`src/hdl/vrp_regs.vh`:
```
// Register map, field positions, reset values and timing for the volt_rms_result/power block
// Overview of operation
// (RQ1) Voltage rms is a filtered mean absolute value, held as unsigned 24 bits.
// (RQ2) Without zero-cross mode the rms result refreshes every five clock cycles.
// (RQ3) Bit 2 of mode_config_two makes the rms result update only at zero crossings.
// (RQ4) Full-scale sine voltage gives an rms result near 0x1CF68C; the code reports the mean absolute value, near 0x517CC1.
// (RQ5) Reported rms is raw rms plus 64 times the signed 12-bit offset trim.
// (RQ6) Voltage times current is low-pass filtered; its dc level is active power.
// (RQ7) Active power is scaled by one plus signed 12-bit gain over 4096.
// (RQ8) Gain 0x7FF adds about half, 0x800 removes half, one step is 0.0244 percent.
// (RQ9) Signed 16-bit power offset is added at 1/256 waveform step resolution.
// (RQ10) With polarity bit clear, a positive-to-negative power change sets status bit 3.
// (RQ11) With polarity bit set, a negative-to-positive change sets that flag instead.
// (RQ12) Enabled sign flag drives the measurement interrupt until the flag is cleared.
// (RQ13) Below the no-load threshold, energy accumulation stops and status bit 0 sets.
// (RQ14) Enabled no-load flag drives the measurement interrupt until the flag is cleared.
// (RQ15) No-load bits 1:0 give off, 0.015, 0.0075 or 0.0037 percent of full scale.
// (RQ16) Status flags stay set until software writes zero to them.
// (RQ17) All trims and comparisons act synchronously, new settings on the next sample; the rms offset trim reaches the rms result at the next rms refresh instead.
`ifndef VRP_REGS_VH
`define VRP_REGS_VH

// Register indices as printed; byte address is four times the index
`define VRP_IDX_MODE_CONFIG_TWO      8'h0C
`define VRP_IDX_NOLOAD     8'h0E
`define VRP_IDX_ACCUM      8'h0F
`define VRP_IDX_PGAIN      8'h1D
`define VRP_IDX_POFFS      8'h20
`define VRP_IDX_IRQEN      8'hD9
`define VRP_IDX_IRQST      8'hDC
`define VRP_IDX_VOLT_RMS_OFFSET_TRIM     8'hE0
`define VRP_IDX_VOLT_RMS_RESULT       8'hE1
`define VRP_IDX_POWER      8'hE2

// Field positions
`define VRP_BIT_RMS_ZERO_CROSS_UPDATE      2
`define VRP_BIT_SIGNPOL    4
`define VRP_BIT_SIGNFLAG   3
`define VRP_BIT_IDLEFLAG   0

// Reset values
`define VRP_RST_8          8'h00
`define VRP_RST_12         12'h000
`define VRP_RST_16         16'h0000
`define VRP_RST_24         24'h000000

// Timing: rms refresh period in clock cycles
`define VRP_RMS_DIV        3'h5

// No-load thresholds on |product| scaled to 24-bit full scale 0x800000
// 0.015%, 0.0075%, 0.0037% of full scale
`define VRP_NL_TH1         24'h0004EA
`define VRP_NL_TH2         24'h000275
`define VRP_NL_TH3         24'h000136

`endif

```
`src/hdl/vrp_dsp.v`:
```
// Voltage rms, active power path with trims, sign and no-load detection
`timescale 1ns/10ps
`include "vrp_regs.vh"

module vrp_dsp #(
	parameter AW = 12,
	parameter SW = 24,
	parameter RMS_SHIFT = 12,
	parameter PWR_SHIFT = 8
) (
	input  wire          clock,
	input  wire          sys_rst,
	input  wire          sample_valid,
	input  wire [SW-1:0] volt_sample,
	input  wire [SW-1:0] curr_sample,
	input  wire [AW-1:0] s_axi_awaddr,
	input  wire          s_axi_awvalid,
	output reg           s_axi_awready,
	input  wire [31:0]   s_axi_wdata,
	input  wire [3:0]    s_axi_wstrb,
	input  wire          s_axi_wvalid,
	output reg           s_axi_wready,
	output reg  [1:0]    s_axi_bresp,
	output reg           s_axi_bvalid,
	input  wire          s_axi_bready,
	input  wire [AW-1:0] s_axi_araddr,
	input  wire          s_axi_arvalid,
	output reg           s_axi_arready,
	output reg  [31:0]   s_axi_rdata,
	output reg  [1:0]    s_axi_rresp,
	output reg           s_axi_rvalid,
	input  wire          s_axi_rready,
	output reg           energy_accum_en,
	output reg           measure_irq
);

	// Registers reachable by software
	reg [7:0]    mode_config_two_reg;
	reg [7:0]    no_load_config_reg;
	reg [7:0]    accumulation_config_reg;
	reg [11:0]   power_gain_trim_reg;
	reg [15:0]   power_offset_trim_reg;
	reg [7:0]    measure_irq_enable_low_reg;
	reg [7:0]    measure_irq_status_low_reg;
	reg [11:0]   volt_rms_offset_trim_reg;
	reg [23:0]   volt_rms_result_reg;
	reg [23:0]   power_reg;

	// Datapath state
	reg [47:0]   vabs_lpf_reg;
	reg [55:0]   pwr_lpf_reg;
	reg [2:0]    div_reg;
	reg          volt_sign_reg;
	reg          pwr_sign_reg;
	reg          pwr_seen_reg;

	// Bus holding state
	reg [AW-1:0] aw_addr_reg;
	reg          aw_have_reg;
	reg [31:0]   w_data_reg;
	reg [3:0]    w_strb_reg;
	reg          w_have_reg;

	// Apply byte strobes to a register of up to 32 bits
	function [31:0] merge;
		input [31:0] old_v;
		input [31:0] new_v;
		input [3:0]  strb;
		integer i;
		begin
			merge = old_v;
			for (i = 0; i < 4; i = i + 1) begin
				if (strb[i])
					merge[i*8 +: 8] = new_v[i*8 +: 8];
			end
		end
	endfunction

	// Byte address to register index; misaligned gives an unmapped index
	function [7:0] reg_index;
		input [AW-1:0] addr;
		begin
			if (addr[1:0] != 2'h0)
				reg_index = 8'hFF;
			else
				reg_index = addr[9:2];
		end
	endfunction

	// Magnitude of a signed sample
	function [SW-1:0] mag;
		input [SW-1:0] v;
		begin
			mag = v[SW-1] ? (~v + 1'b1) : v;
		end
	endfunction

	// Mean absolute value filter, read out unscaled as the rms result
	// Filter gain is 2^RMS_SHIFT, so the slice below is the dc of |v|
	// Settling takes a few thousand samples at the default shift
	wire [SW-1:0] volt_abs = mag(volt_sample);
	wire [23:0]   rms_raw  = vabs_lpf_reg[RMS_SHIFT +: 24];
	// Raw rms plus 64 x signed offset, clamped to the unsigned range
	wire signed [25:0] rms_sum = $signed({2'b00, rms_raw}) +     // RQ5
		$signed({{8{volt_rms_offset_trim_reg[11]}},
		volt_rms_offset_trim_reg, 6'h00});
	wire [23:0]   rms_corr = rms_sum[25] ? `VRP_RST_24 :
		(rms_sum[24] ? 24'hFFFFFF : rms_sum[23:0]);

	// Product of samples and low-pass for active power
	wire signed [47:0] prod = $signed(volt_sample) *
		$signed(curr_sample);                                      // RQ6
	wire signed [23:0] prod_hi = prod[47:24];
	wire signed [23:0] pwr_raw = pwr_lpf_reg[55:32];
	// Signed view of the power average so its decay term keeps the sign
	wire signed [55:0] pwr_lpf_s   = pwr_lpf_reg;
	wire        [55:0] pwr_lpf_dec = pwr_lpf_s >>> PWR_SHIFT;
	// Gain: p + p*gain/4096, kept in 1/256 steps for the offset stage
	// Extreme gain on a full-scale average can wrap; trims stay small
	wire signed [35:0] gain_prod = pwr_raw *
		$signed(power_gain_trim_reg);                             // RQ7
	wire signed [31:0] pwr_gain = {pwr_raw, 8'h00} +
		gain_prod[35:4];                                         // RQ8
	// Offset in 1/256 steps of the output word
	wire signed [31:0] pwr_full = pwr_gain +
		{{16{power_offset_trim_reg[15]}}, power_offset_trim_reg}; // RQ9
	wire signed [23:0] pwr_word = pwr_full[31:8];

	// No-load threshold select on the multiplier output magnitude
	reg  [23:0] nl_th;
	always @* begin
		case (no_load_config_reg[1:0])                            // RQ15
		2'h1:    nl_th = `VRP_NL_TH1;
		2'h2:    nl_th = `VRP_NL_TH2;
		2'h3:    nl_th = `VRP_NL_TH3;
		default: nl_th = `VRP_RST_24;
		endcase
	end
	wire [23:0] prod_mag = mag(prod_hi);
	wire        no_load  = (no_load_config_reg[1:0] != 2'h0) &&
		(prod_mag < nl_th);
	// Zero crossing: sign of this voltage sample differs from the last
	// Sign change of power: zero words neither arm nor fire the detector
	wire        zx_now   = sample_valid &&
		(volt_sample[SW-1] != volt_sign_reg);
	wire        new_sign = pwr_word[23];
	wire        sign_ev  = sample_valid && pwr_seen_reg &&
		(pwr_word != 24'h000000) && (new_sign != pwr_sign_reg) &&
		(accumulation_config_reg[`VRP_BIT_SIGNPOL] ? ~new_sign :  // RQ11
		new_sign);                                               // RQ10
	wire        rms_tick = (div_reg == `VRP_RMS_DIV - 3'h1);
	// Which event refreshes the rms result
	wire        rms_load = mode_config_two_reg[`VRP_BIT_RMS_ZERO_CROSS_UPDATE] ?
		zx_now : rms_tick;                                       // RQ3 RQ2

	// Write path decode
	wire        wr_go  = aw_have_reg && w_have_reg && !s_axi_bvalid;
	wire [7:0]  wr_idx = reg_index(aw_addr_reg);
	wire        wr_st  = wr_go && (wr_idx == `VRP_IDX_IRQST);

	// Software clear of a flag: lane 0 strobed with a zero in its bit
	wire        clr_sign = wr_st && w_strb_reg[0] &&
		!w_data_reg[`VRP_BIT_SIGNFLAG];
	wire        clr_idle = wr_st && w_strb_reg[0] &&
		!w_data_reg[`VRP_BIT_IDLEFLAG];
	// Hardware events that raise the sticky flags
	wire        set_sign = sign_ev;
	wire        set_idle = sample_valid && no_load;

	// Held write data merged by byte lane into each writable register
	wire [31:0] mrg_mode  = merge({24'h0, mode_config_two_reg},
		w_data_reg, w_strb_reg);
	wire [31:0] mrg_nload = merge({24'h0, no_load_config_reg},
		w_data_reg, w_strb_reg);
	wire [31:0] mrg_accum = merge({24'h0, accumulation_config_reg},
		w_data_reg, w_strb_reg);
	wire [31:0] mrg_gain  = merge({20'h0, power_gain_trim_reg},
		w_data_reg, w_strb_reg);
	wire [31:0] mrg_poffs = merge({16'h0, power_offset_trim_reg},
		w_data_reg, w_strb_reg);
	wire [31:0] mrg_irqen = merge({24'h0, measure_irq_enable_low_reg},
		w_data_reg, w_strb_reg);
	wire [31:0] mrg_vofs  = merge({20'h0, volt_rms_offset_trim_reg},
		w_data_reg, w_strb_reg);

	// Signal path registers, all synchronous to the clock
	// Filters move only on sample_valid; the rms divider runs freely
	// so the refresh rate does not depend on the sample rate
	always @(posedge clock) begin
		if (sys_rst) begin
			vabs_lpf_reg        <= 48'h0;
			pwr_lpf_reg         <= 56'h0;
			div_reg             <= 3'h0;
			volt_sign_reg       <= 1'b0;
			pwr_sign_reg        <= 1'b0;
			pwr_seen_reg        <= 1'b0;
			volt_rms_result_reg <= `VRP_RST_24;
			power_reg           <= `VRP_RST_24;
			energy_accum_en     <= 1'b0;
		end else begin
			div_reg <= rms_tick ? 3'h0 : div_reg + 3'h1;
			if (sample_valid) begin                               // RQ17
				vabs_lpf_reg <= vabs_lpf_reg - (vabs_lpf_reg >> RMS_SHIFT) +
					{24'h0, volt_abs};                               // RQ1
				pwr_lpf_reg <= pwr_lpf_reg - pwr_lpf_dec +
					{{8{prod[47]}}, prod};
				volt_sign_reg   <= volt_sample[SW-1];
				power_reg       <= pwr_word;
				energy_accum_en <= !no_load;                          // RQ13
				if (pwr_word != 24'h000000) begin
					pwr_sign_reg <= new_sign;
					pwr_seen_reg <= 1'b1;
				end
			end
			// Refresh rms on the divider or only at voltage zero crossings
			if (rms_load)
				volt_rms_result_reg <= rms_corr;                     // RQ4
		end
	end

	// Software registers and sticky status; hardware set beats clear
	always @(posedge clock) begin
		if (sys_rst) begin
			mode_config_two_reg        <= `VRP_RST_8;
			no_load_config_reg         <= `VRP_RST_8;
			accumulation_config_reg    <= `VRP_RST_8;
			power_gain_trim_reg        <= `VRP_RST_12;
			power_offset_trim_reg      <= `VRP_RST_16;
			measure_irq_enable_low_reg <= `VRP_RST_8;
			measure_irq_status_low_reg <= `VRP_RST_8;
			volt_rms_offset_trim_reg   <= `VRP_RST_12;
			measure_irq                <= 1'b0;
		end else begin
			if (wr_go) begin
				case (wr_idx)
				`VRP_IDX_MODE_CONFIG_TWO:  mode_config_two_reg <=
					mrg_mode[7:0];
				`VRP_IDX_NOLOAD: no_load_config_reg <=
					mrg_nload[7:0];
				`VRP_IDX_ACCUM:  accumulation_config_reg <=
					mrg_accum[7:0];
				`VRP_IDX_PGAIN:  power_gain_trim_reg <=
					mrg_gain[11:0];
				`VRP_IDX_POFFS:  power_offset_trim_reg <=
					mrg_poffs[15:0];
				`VRP_IDX_IRQEN:  measure_irq_enable_low_reg <=
					mrg_irqen[7:0];
				`VRP_IDX_VOLT_RMS_OFFSET_TRIM: volt_rms_offset_trim_reg <=
					mrg_vofs[11:0];
				default: ;
				endcase
			end
			// Zero written to a flag clears it unless its event coincides
			measure_irq_status_low_reg[`VRP_BIT_SIGNFLAG] <=
				set_sign ||                                          // RQ10
				(measure_irq_status_low_reg[`VRP_BIT_SIGNFLAG] &&
				!clr_sign);                                          // RQ16
			measure_irq_status_low_reg[`VRP_BIT_IDLEFLAG] <=
				set_idle ||                                          // RQ13
				(measure_irq_status_low_reg[`VRP_BIT_IDLEFLAG] &&
				!clr_idle);                                          // RQ16
			// Level interrupt while any enabled flag stands
			measure_irq <= |(measure_irq_status_low_reg &
				measure_irq_enable_low_reg &
				8'h09);                                             // RQ12 RQ14
		end
	end

	// AXI4-Lite write channel: address and data taken in either order
	// Each ready pulses for one cycle while its holding slot is empty
	// The register is written one cycle after both halves are held
	// and bvalid rises on that same edge, staying until bready
	// No new address or data is taken while a response waits
	always @(posedge clock) begin
		if (sys_rst) begin
			aw_addr_reg   <= {AW{1'b0}};
			aw_have_reg   <= 1'b0;
			w_data_reg    <= 32'h0;
			w_strb_reg    <= 4'h0;
			w_have_reg    <= 1'b0;
			s_axi_awready <= 1'b0;
			s_axi_wready  <= 1'b0;
			s_axi_bvalid  <= 1'b0;
			s_axi_bresp   <= 2'h0;
		end else begin
			s_axi_awready <= !aw_have_reg && !s_axi_awready && !s_axi_bvalid;
			s_axi_wready  <= !w_have_reg && !s_axi_wready && !s_axi_bvalid;
			if (s_axi_awvalid && s_axi_awready) begin
				aw_addr_reg <= s_axi_awaddr;
				aw_have_reg <= 1'b1;
			end
			if (s_axi_wvalid && s_axi_wready) begin
				w_data_reg <= s_axi_wdata;
				w_strb_reg <= s_axi_wstrb;
				w_have_reg <= 1'b1;
			end
			if (wr_go) begin
				aw_have_reg  <= 1'b0;
				w_have_reg   <= 1'b0;
				s_axi_bvalid <= 1'b1;
				case (wr_idx)
				`VRP_IDX_MODE_CONFIG_TWO, `VRP_IDX_NOLOAD, `VRP_IDX_ACCUM,
				`VRP_IDX_PGAIN, `VRP_IDX_POFFS, `VRP_IDX_IRQEN,
				`VRP_IDX_IRQST, `VRP_IDX_VOLT_RMS_OFFSET_TRIM:
					s_axi_bresp <= 2'h0;
				default: s_axi_bresp <= 2'h2;
				endcase
			end else if (s_axi_bvalid && s_axi_bready) begin
				s_axi_bvalid <= 1'b0;
			end
		end
	end

	// AXI4-Lite read channel
	// arready pulses one cycle after arvalid is seen with no answer out
	// Data and code are latched at the address handshake and held
	// until rready; unmapped indices answer zero with an error code
	always @(posedge clock) begin
		if (sys_rst) begin
			s_axi_arready <= 1'b0;
			s_axi_rvalid  <= 1'b0;
			s_axi_rdata   <= 32'h0;
			s_axi_rresp   <= 2'h0;
		end else begin
			s_axi_arready <= !s_axi_arready && !s_axi_rvalid &&
				s_axi_arvalid;
			if (s_axi_arvalid && s_axi_arready) begin
				s_axi_rvalid <= 1'b1;
				s_axi_rresp  <= 2'h0;
				case (reg_index(s_axi_araddr))
				`VRP_IDX_MODE_CONFIG_TWO:  s_axi_rdata <= {24'h0, mode_config_two_reg};
				`VRP_IDX_NOLOAD: s_axi_rdata <= {24'h0, no_load_config_reg};
				`VRP_IDX_ACCUM:  s_axi_rdata <=
					{24'h0, accumulation_config_reg};
				`VRP_IDX_PGAIN:  s_axi_rdata <= {20'h0, power_gain_trim_reg};
				`VRP_IDX_POFFS:  s_axi_rdata <= {16'h0, power_offset_trim_reg};
				`VRP_IDX_IRQEN:  s_axi_rdata <=
					{24'h0, measure_irq_enable_low_reg};
				`VRP_IDX_IRQST:  s_axi_rdata <=
					{24'h0, measure_irq_status_low_reg};
				`VRP_IDX_VOLT_RMS_OFFSET_TRIM: s_axi_rdata <=
					{20'h0, volt_rms_offset_trim_reg};
				`VRP_IDX_VOLT_RMS_RESULT:   s_axi_rdata <= {8'h0, volt_rms_result_reg};
				`VRP_IDX_POWER:  s_axi_rdata <= {8'h0, power_reg};
				default: begin
					s_axi_rdata <= 32'h0;
					s_axi_rresp <= 2'h2;
				end
				endcase
			end else if (s_axi_rvalid && s_axi_rready) begin
				s_axi_rvalid <= 1'b0;
			end
		end
	end

endmodule

```
`config.mk`:
```
export PLATFORM = sky130hd
export DESIGN_NAME = vrp_dsp
export DESIGN_NICKNAME = d
export VERILOG_FILES = /design/src/hdl/vrp_dsp.v
export VERILOG_INCLUDE_DIRS = /design/src /design/src/hdl
export SDC_FILE = /design/constraint.sdc
export NUM_CORES = 2
export LEC_CHECK = 0
export BUFFER_PORTS_ARGS = -buffer_cell sky130_fd_sc_hd__buf_2
export CAP_MARGIN = 5
export CORE_ASPECT_RATIO = 1.25
export CORE_MARGIN = 4
export CORE_UTILIZATION = 40
export CTS_CLUSTER_DIAMETER = 120
export DETAILED_ROUTE_END_ITERATION = 6
export PLACE_DENSITY = 0.56
export SKIP_LAST_GASP = 1
export SYNTH_ARGS = -nofsm -noshare
export SYNTH_HDL_FRONTEND = slang
export SYNTH_SLANG_ARGS = --single-unit
```
`constraint.sdc`:
```
create_clock -name clock -period 24.4 [get_ports clock]
set_input_delay 4.88 -clock clock [delete_from_list [all_inputs] [get_ports clock]]
set_output_delay 4.88 -clock clock [all_outputs]
set_load 0.005 [all_outputs]
```
# Word level (Yosys, flattened, before mapping)
# Cells that the tools add are included.
[word_totals]
elab_cells = 155
out_inout_bits = 43
reg_bits = 305
in_bits = 116
[classes]
n_bitwise = 4
mux = 18
n_lt_le_gt_ge = 1
add_sub_neg = 10
eq_ne = 24
n_reduce_logical = 62
n_mul = 2
[ops]
columns = ["cell", "n"]
rows = [
  ["$pmux W24 S10", 1],
  ["$mux W24", 4],
  ["$add A32 B32 Y32", 2],
  ["$eq A8 B8 Y1 const B", 8],
  ["$add A56 B56 Y56", 1],
  ["$sub A56 B56 Y56", 1],
  ["$add A24 B1 Y24 const B", 2],
  ["$add A48 B24 Y48", 1],
  ["$eq A8 B4 Y1 const B", 6],
  ["$mul A24 B24 Y48", 1],
  ["$not A24 Y24", 2],
  ["$sub A48 B36 Y48", 1],
  ["$mul A24 B12 Y36", 1],
  ["$pmux W11 S3", 1],
  ["$mux W8", 4],
  ["$reduce_and A3 Y1", 10],
  ["$add A25 B18 Y26", 1],
  ["$logic_and A1 B1 Y1", 26],
  ["$lt A24 B24 Y1", 1],
  ["$reduce_bool A24 Y1", 1],
  ["$eq A8 B5 Y1 const B", 2],
  ["$eq A8 B6 Y1 const B", 2],
  ["$logic_not A1 Y1", 12],
  ["$reduce_bool A2 Y1", 5],
  ["14 further kinds", 25],
]

# Logic depth before layout (Yosys ltp)
[logic_depth]
word_depth = 9
mapped_depth = 44
depth_no_buf = 40

# Worst setup path before layout
# OpenSTA, ideal clock, no wires.
[synth_path]
path_kind = "input to register"
from = "input port volt_sample[23]"
to = "register pwr_lpf_reg[55]"
n_path_buf = 4
required_ns = 24.314
setup_slack_ns = 10.131
cell_stages = 39
t_arrival_ns = 14.183
setup_ns = 0.086
cell_sequence = "clkbuf_1 > clkbuf_1 > and2_1 > fa_1 > fa_1 > inv_1 > fa_1 > inv_1 > fa_1 > fa_1 > fa_1 > inv_1 > fa_1 > inv_1 > ha_1 > clkbuf_1 > and3_1 > and2_1 > (+3 left out) > or2_2 > a21oi_1 > xnor2_1 > inv_1 > fa_1 > inv_1 > ha_1 > clkbuf_1 > a21o_1 > a21o_1 > a21o_1 > a211oi_1 > o211ai_1 > a31oi_1 > o21ai_0 > a31oi_1 > xnor2_1 > a211oi_1"
[synth_via]
elab_chain_len = 2
[synth_rtl]
columns = ["item", "line_no", "text"]
rows = [
  ["from (decl)", "vrp_dsp.v:14", "input wire [SW-1:0] volt_sample,"],
  ["$mul A24 B24 Y48", "vrp_dsp.v:111", "wire signed [47:0] prod = $signed(volt_sample) *"],
  ["$add A56 B56 Y56", "vrp_dsp.v:205", "pwr_lpf_reg <= pwr_lpf_reg - pwr_lpf_dec +"],
  ["to (signal assigned)", "vrp_dsp.v:205", ""],
  ["to (decl)", "vrp_dsp.v:51", "reg [55:0] pwr_lpf_reg;"],
]
# Every way passes these cells.
# A chain may end at the register's enable or synchronous reset.

# Worst setup path in the final report
# Ends and elaborated chain as after synthesis.

==> impl_results.md <==
* Run status: completed
* Critical path class: in2reg
* Fin Setup TNS at 0 ps
* P&R area growth vs syn at 6.00%
* Multi-input gate area at 0.0428 mm²
* Final critical-path share of the clock period at 64.8%
* Share of synthesized registers carrying an async set or reset at 0%
* Iter 0 DRT Violations at 2169
* Hold EP: aw_addr_reg[1]
* CTS H-tree depth at 2
* Num CTS Buffers at 37
* Flops & latches, synth at 295
* CTS Sinks at 295
* GR Util All Layers at 21.5%
* Final net count at 7627
* Die area at 0.141 mm²
* WP data arrival at 16300 ps
* Via Count at 41732
* Reg2reg setup slack at 14780 ps
* Synth warn at 0
* Primary FF master, synth: dfxtp_1
* Slew Viols, Final at 0
* Post-CTS sizing at 0
* Transition time at the pin with the least slew margin at 1260 ps
* Unrepaired setup endpoints after global routing: no
* Worst path slowest cell: fa_1
* Drt drc at 0
* R2R cell count at 36
* Area after DPL at 0.0560 mm²
* Clock slew at reported path FFs at 50 ps
* Pre-Repair DR Iteration Count at 6
* Post-DRT Antenna Nets at 0
* FILL cells at 13577
* Cell count after synthesis at 6237
* Post-Syn Area per Cell at 8.66 µm²
* Count of cell types in the netlist at 95
* Clock skew at 28.7 ps
* Core Region at 0.134 mm²
* Startpoint Class: input port
* Vias in the first global route at 44247
* Hold Path Origin: aw_addr_reg[1]
* Row count at 150
* Max-cap violations at 0
* CTS Hold Bufs at 0
* Hold Path Class: reg2reg
* Largest net degree at the start of global routing at 110
* Number of flops mapped to enable cells by yosys at 0
* Clock Path Buffers at 3
* Commonest non-fill, non-tap cell in the layout: inv_1
* Die height at 419 µm
* Critical Path Max Stage Delay at 840 ps
* FF-to-FF Start: pwr_lpf_reg[32]
* Slew margin rel. at 15.5%
* Gr ovfl total at 0
* Post-detail-place hpwl at 120 mm
* Fmax at 0.0632 GHz
* Die Wd at 337 µm
* Storage element area at 0.00591 mm²
* DR vias/cell at 5.27
* Root Buffer Master: clkbuf_16
* Final wirelength at 148 mm
* I/O pin count at 159
* Hold Vio Cnt, Final at 0
* CTS tree: built
* Post-CTS setup buffer count at 0
* Clock latency reported for the late side of the worst-skew pair at 580 ps
* Worst hold path cell count at 2
* RR Endpoint: measure_irq_status_low_reg[3]
* CP top delay family: adder cells
* First-pass GRT wire length at 243 mm
* Initial Utilization at 40.3%
* Post-Syn Area at 0.0540 mm²
* Design Area, Final at 0.0573 mm²
* Final Setup Violations at 0
* Max reg flops at 56
* Crit-path max FO at 50
* CP dominant cell by count: fa_1
* Most frequent cells in the layout: 1110 x inv_1, 968 x fa_1, 730 x nand2_1, 395 x ha_1, 389 x and2_1
* Layout cell share with drive strength beyond 1 at 4.45%
* Register area share after synthesis at 10.9%
* Final GP Congestion at 0.859
* Drt wl/cell at 18.7 µm
* Initial antenna violation count at 6
* WP data required at 24880 ps
* Buffers on Ports at 126
* Crit path capture type: flip-flop
* Crit path time final at 15820 ps
* CP bufs+invs at 3
==> final cells by class <==
type	count	area share, %
sequential	295	10.3
antenna	3	0.0131
multi-input combinational	4539	74.8
clock inverter	11	0.251
inverter	1111	7.28
timing repair buffer	164	1.63
clock buffer	55	1.91
tap	1748	3.82
==> cell families after synthesis <==
| family | synth area share [%] |
|---|---|
| multiplexers | 2.88 |
| AND/OR/NAND/NOR | 16.4 |
| other | 0.00694 |
| AO/OA/AOI/OAI | 11.2 |
| flip-flops | 10.9 |
| buffers and inverters | 9.91 |
| adder cells (fa/ha/maj) | 45.0 |
| XOR/XNOR | 3.62 |
==> metrics by stage <==
step | cells | setup WS, ps | hold WS (ps) | util, %
2_1_floorplan | 6246 | 10130 | 426 | -
3_3_place_gp | 7857 | 8110 | 438 | 41.8
3_5_place_dp | 7857 | 8100 | 445 | 41.8
4_1_cts | 7923 | 8640 | 453 | 42.7
5_1_grt | 7923 | 7980 | 470 | 42.7
6_report | 7926 | 8580 | 451 | 42.7
==> worst max-delay path by stage <==
stage	cells past startpoint	slack, ps	start	endpoint
floorplan	39	10130	volt_sample[23]	pwr_lpf_reg[55]
global placement	33	8110	volt_sample[23]	pwr_lpf_reg[55]
detailed placement	33	8100	volt_sample[23]	pwr_lpf_reg[55]
CTS	33	8640	volt_sample[23]	pwr_lpf_reg[55]
global route	33	7980	volt_sample[23]	pwr_lpf_reg[55]
finish	33	8580	volt_sample[23]	pwr_lpf_reg[55]
==> metal layers <==
layer / vias up / GRT usage, % / routed length, µm
li1: 19485 / - / -
met1: 21332 / 27.7 / 63000
met2: 735 / 39.3 / 76200
met3: 180 / 1.74 / 5310
met4: 0 / 4.71 / 3460
met5: - / 0 / 0
==> worst min-delay path, cell delays in order, from the launching register on <==
cell and delay [ps]:
dfxtp_1 300, nand2_1 50, a21oi_1 50
==> synth_stat cells, drive strengths merged (34+ instances only) <==
cell	count	area share [%]
xor2	58	0.94
dfxtp	295	11
nor3	68	0.63
a22oi	50	0.69
buf	34	0.33
fa	968	36
a21o	117	1.6
ha	395	9.1
and2	390	4.5
nor2	377	2.6
inv	1111	7.7
nand3	70	0.65
a21oi	272	2.6
xnor2	165	2.7
nand2	730	5.1
o21ai	163	1.5
mux2i	152	2.8
nand2b	39	0.45
o21a	46	0.64
clkbuf	267	1.9
Power is left out: the tool's default activity adds up to more than one toggle a clock period on the data nets, which glitch-free logic cannot reach.
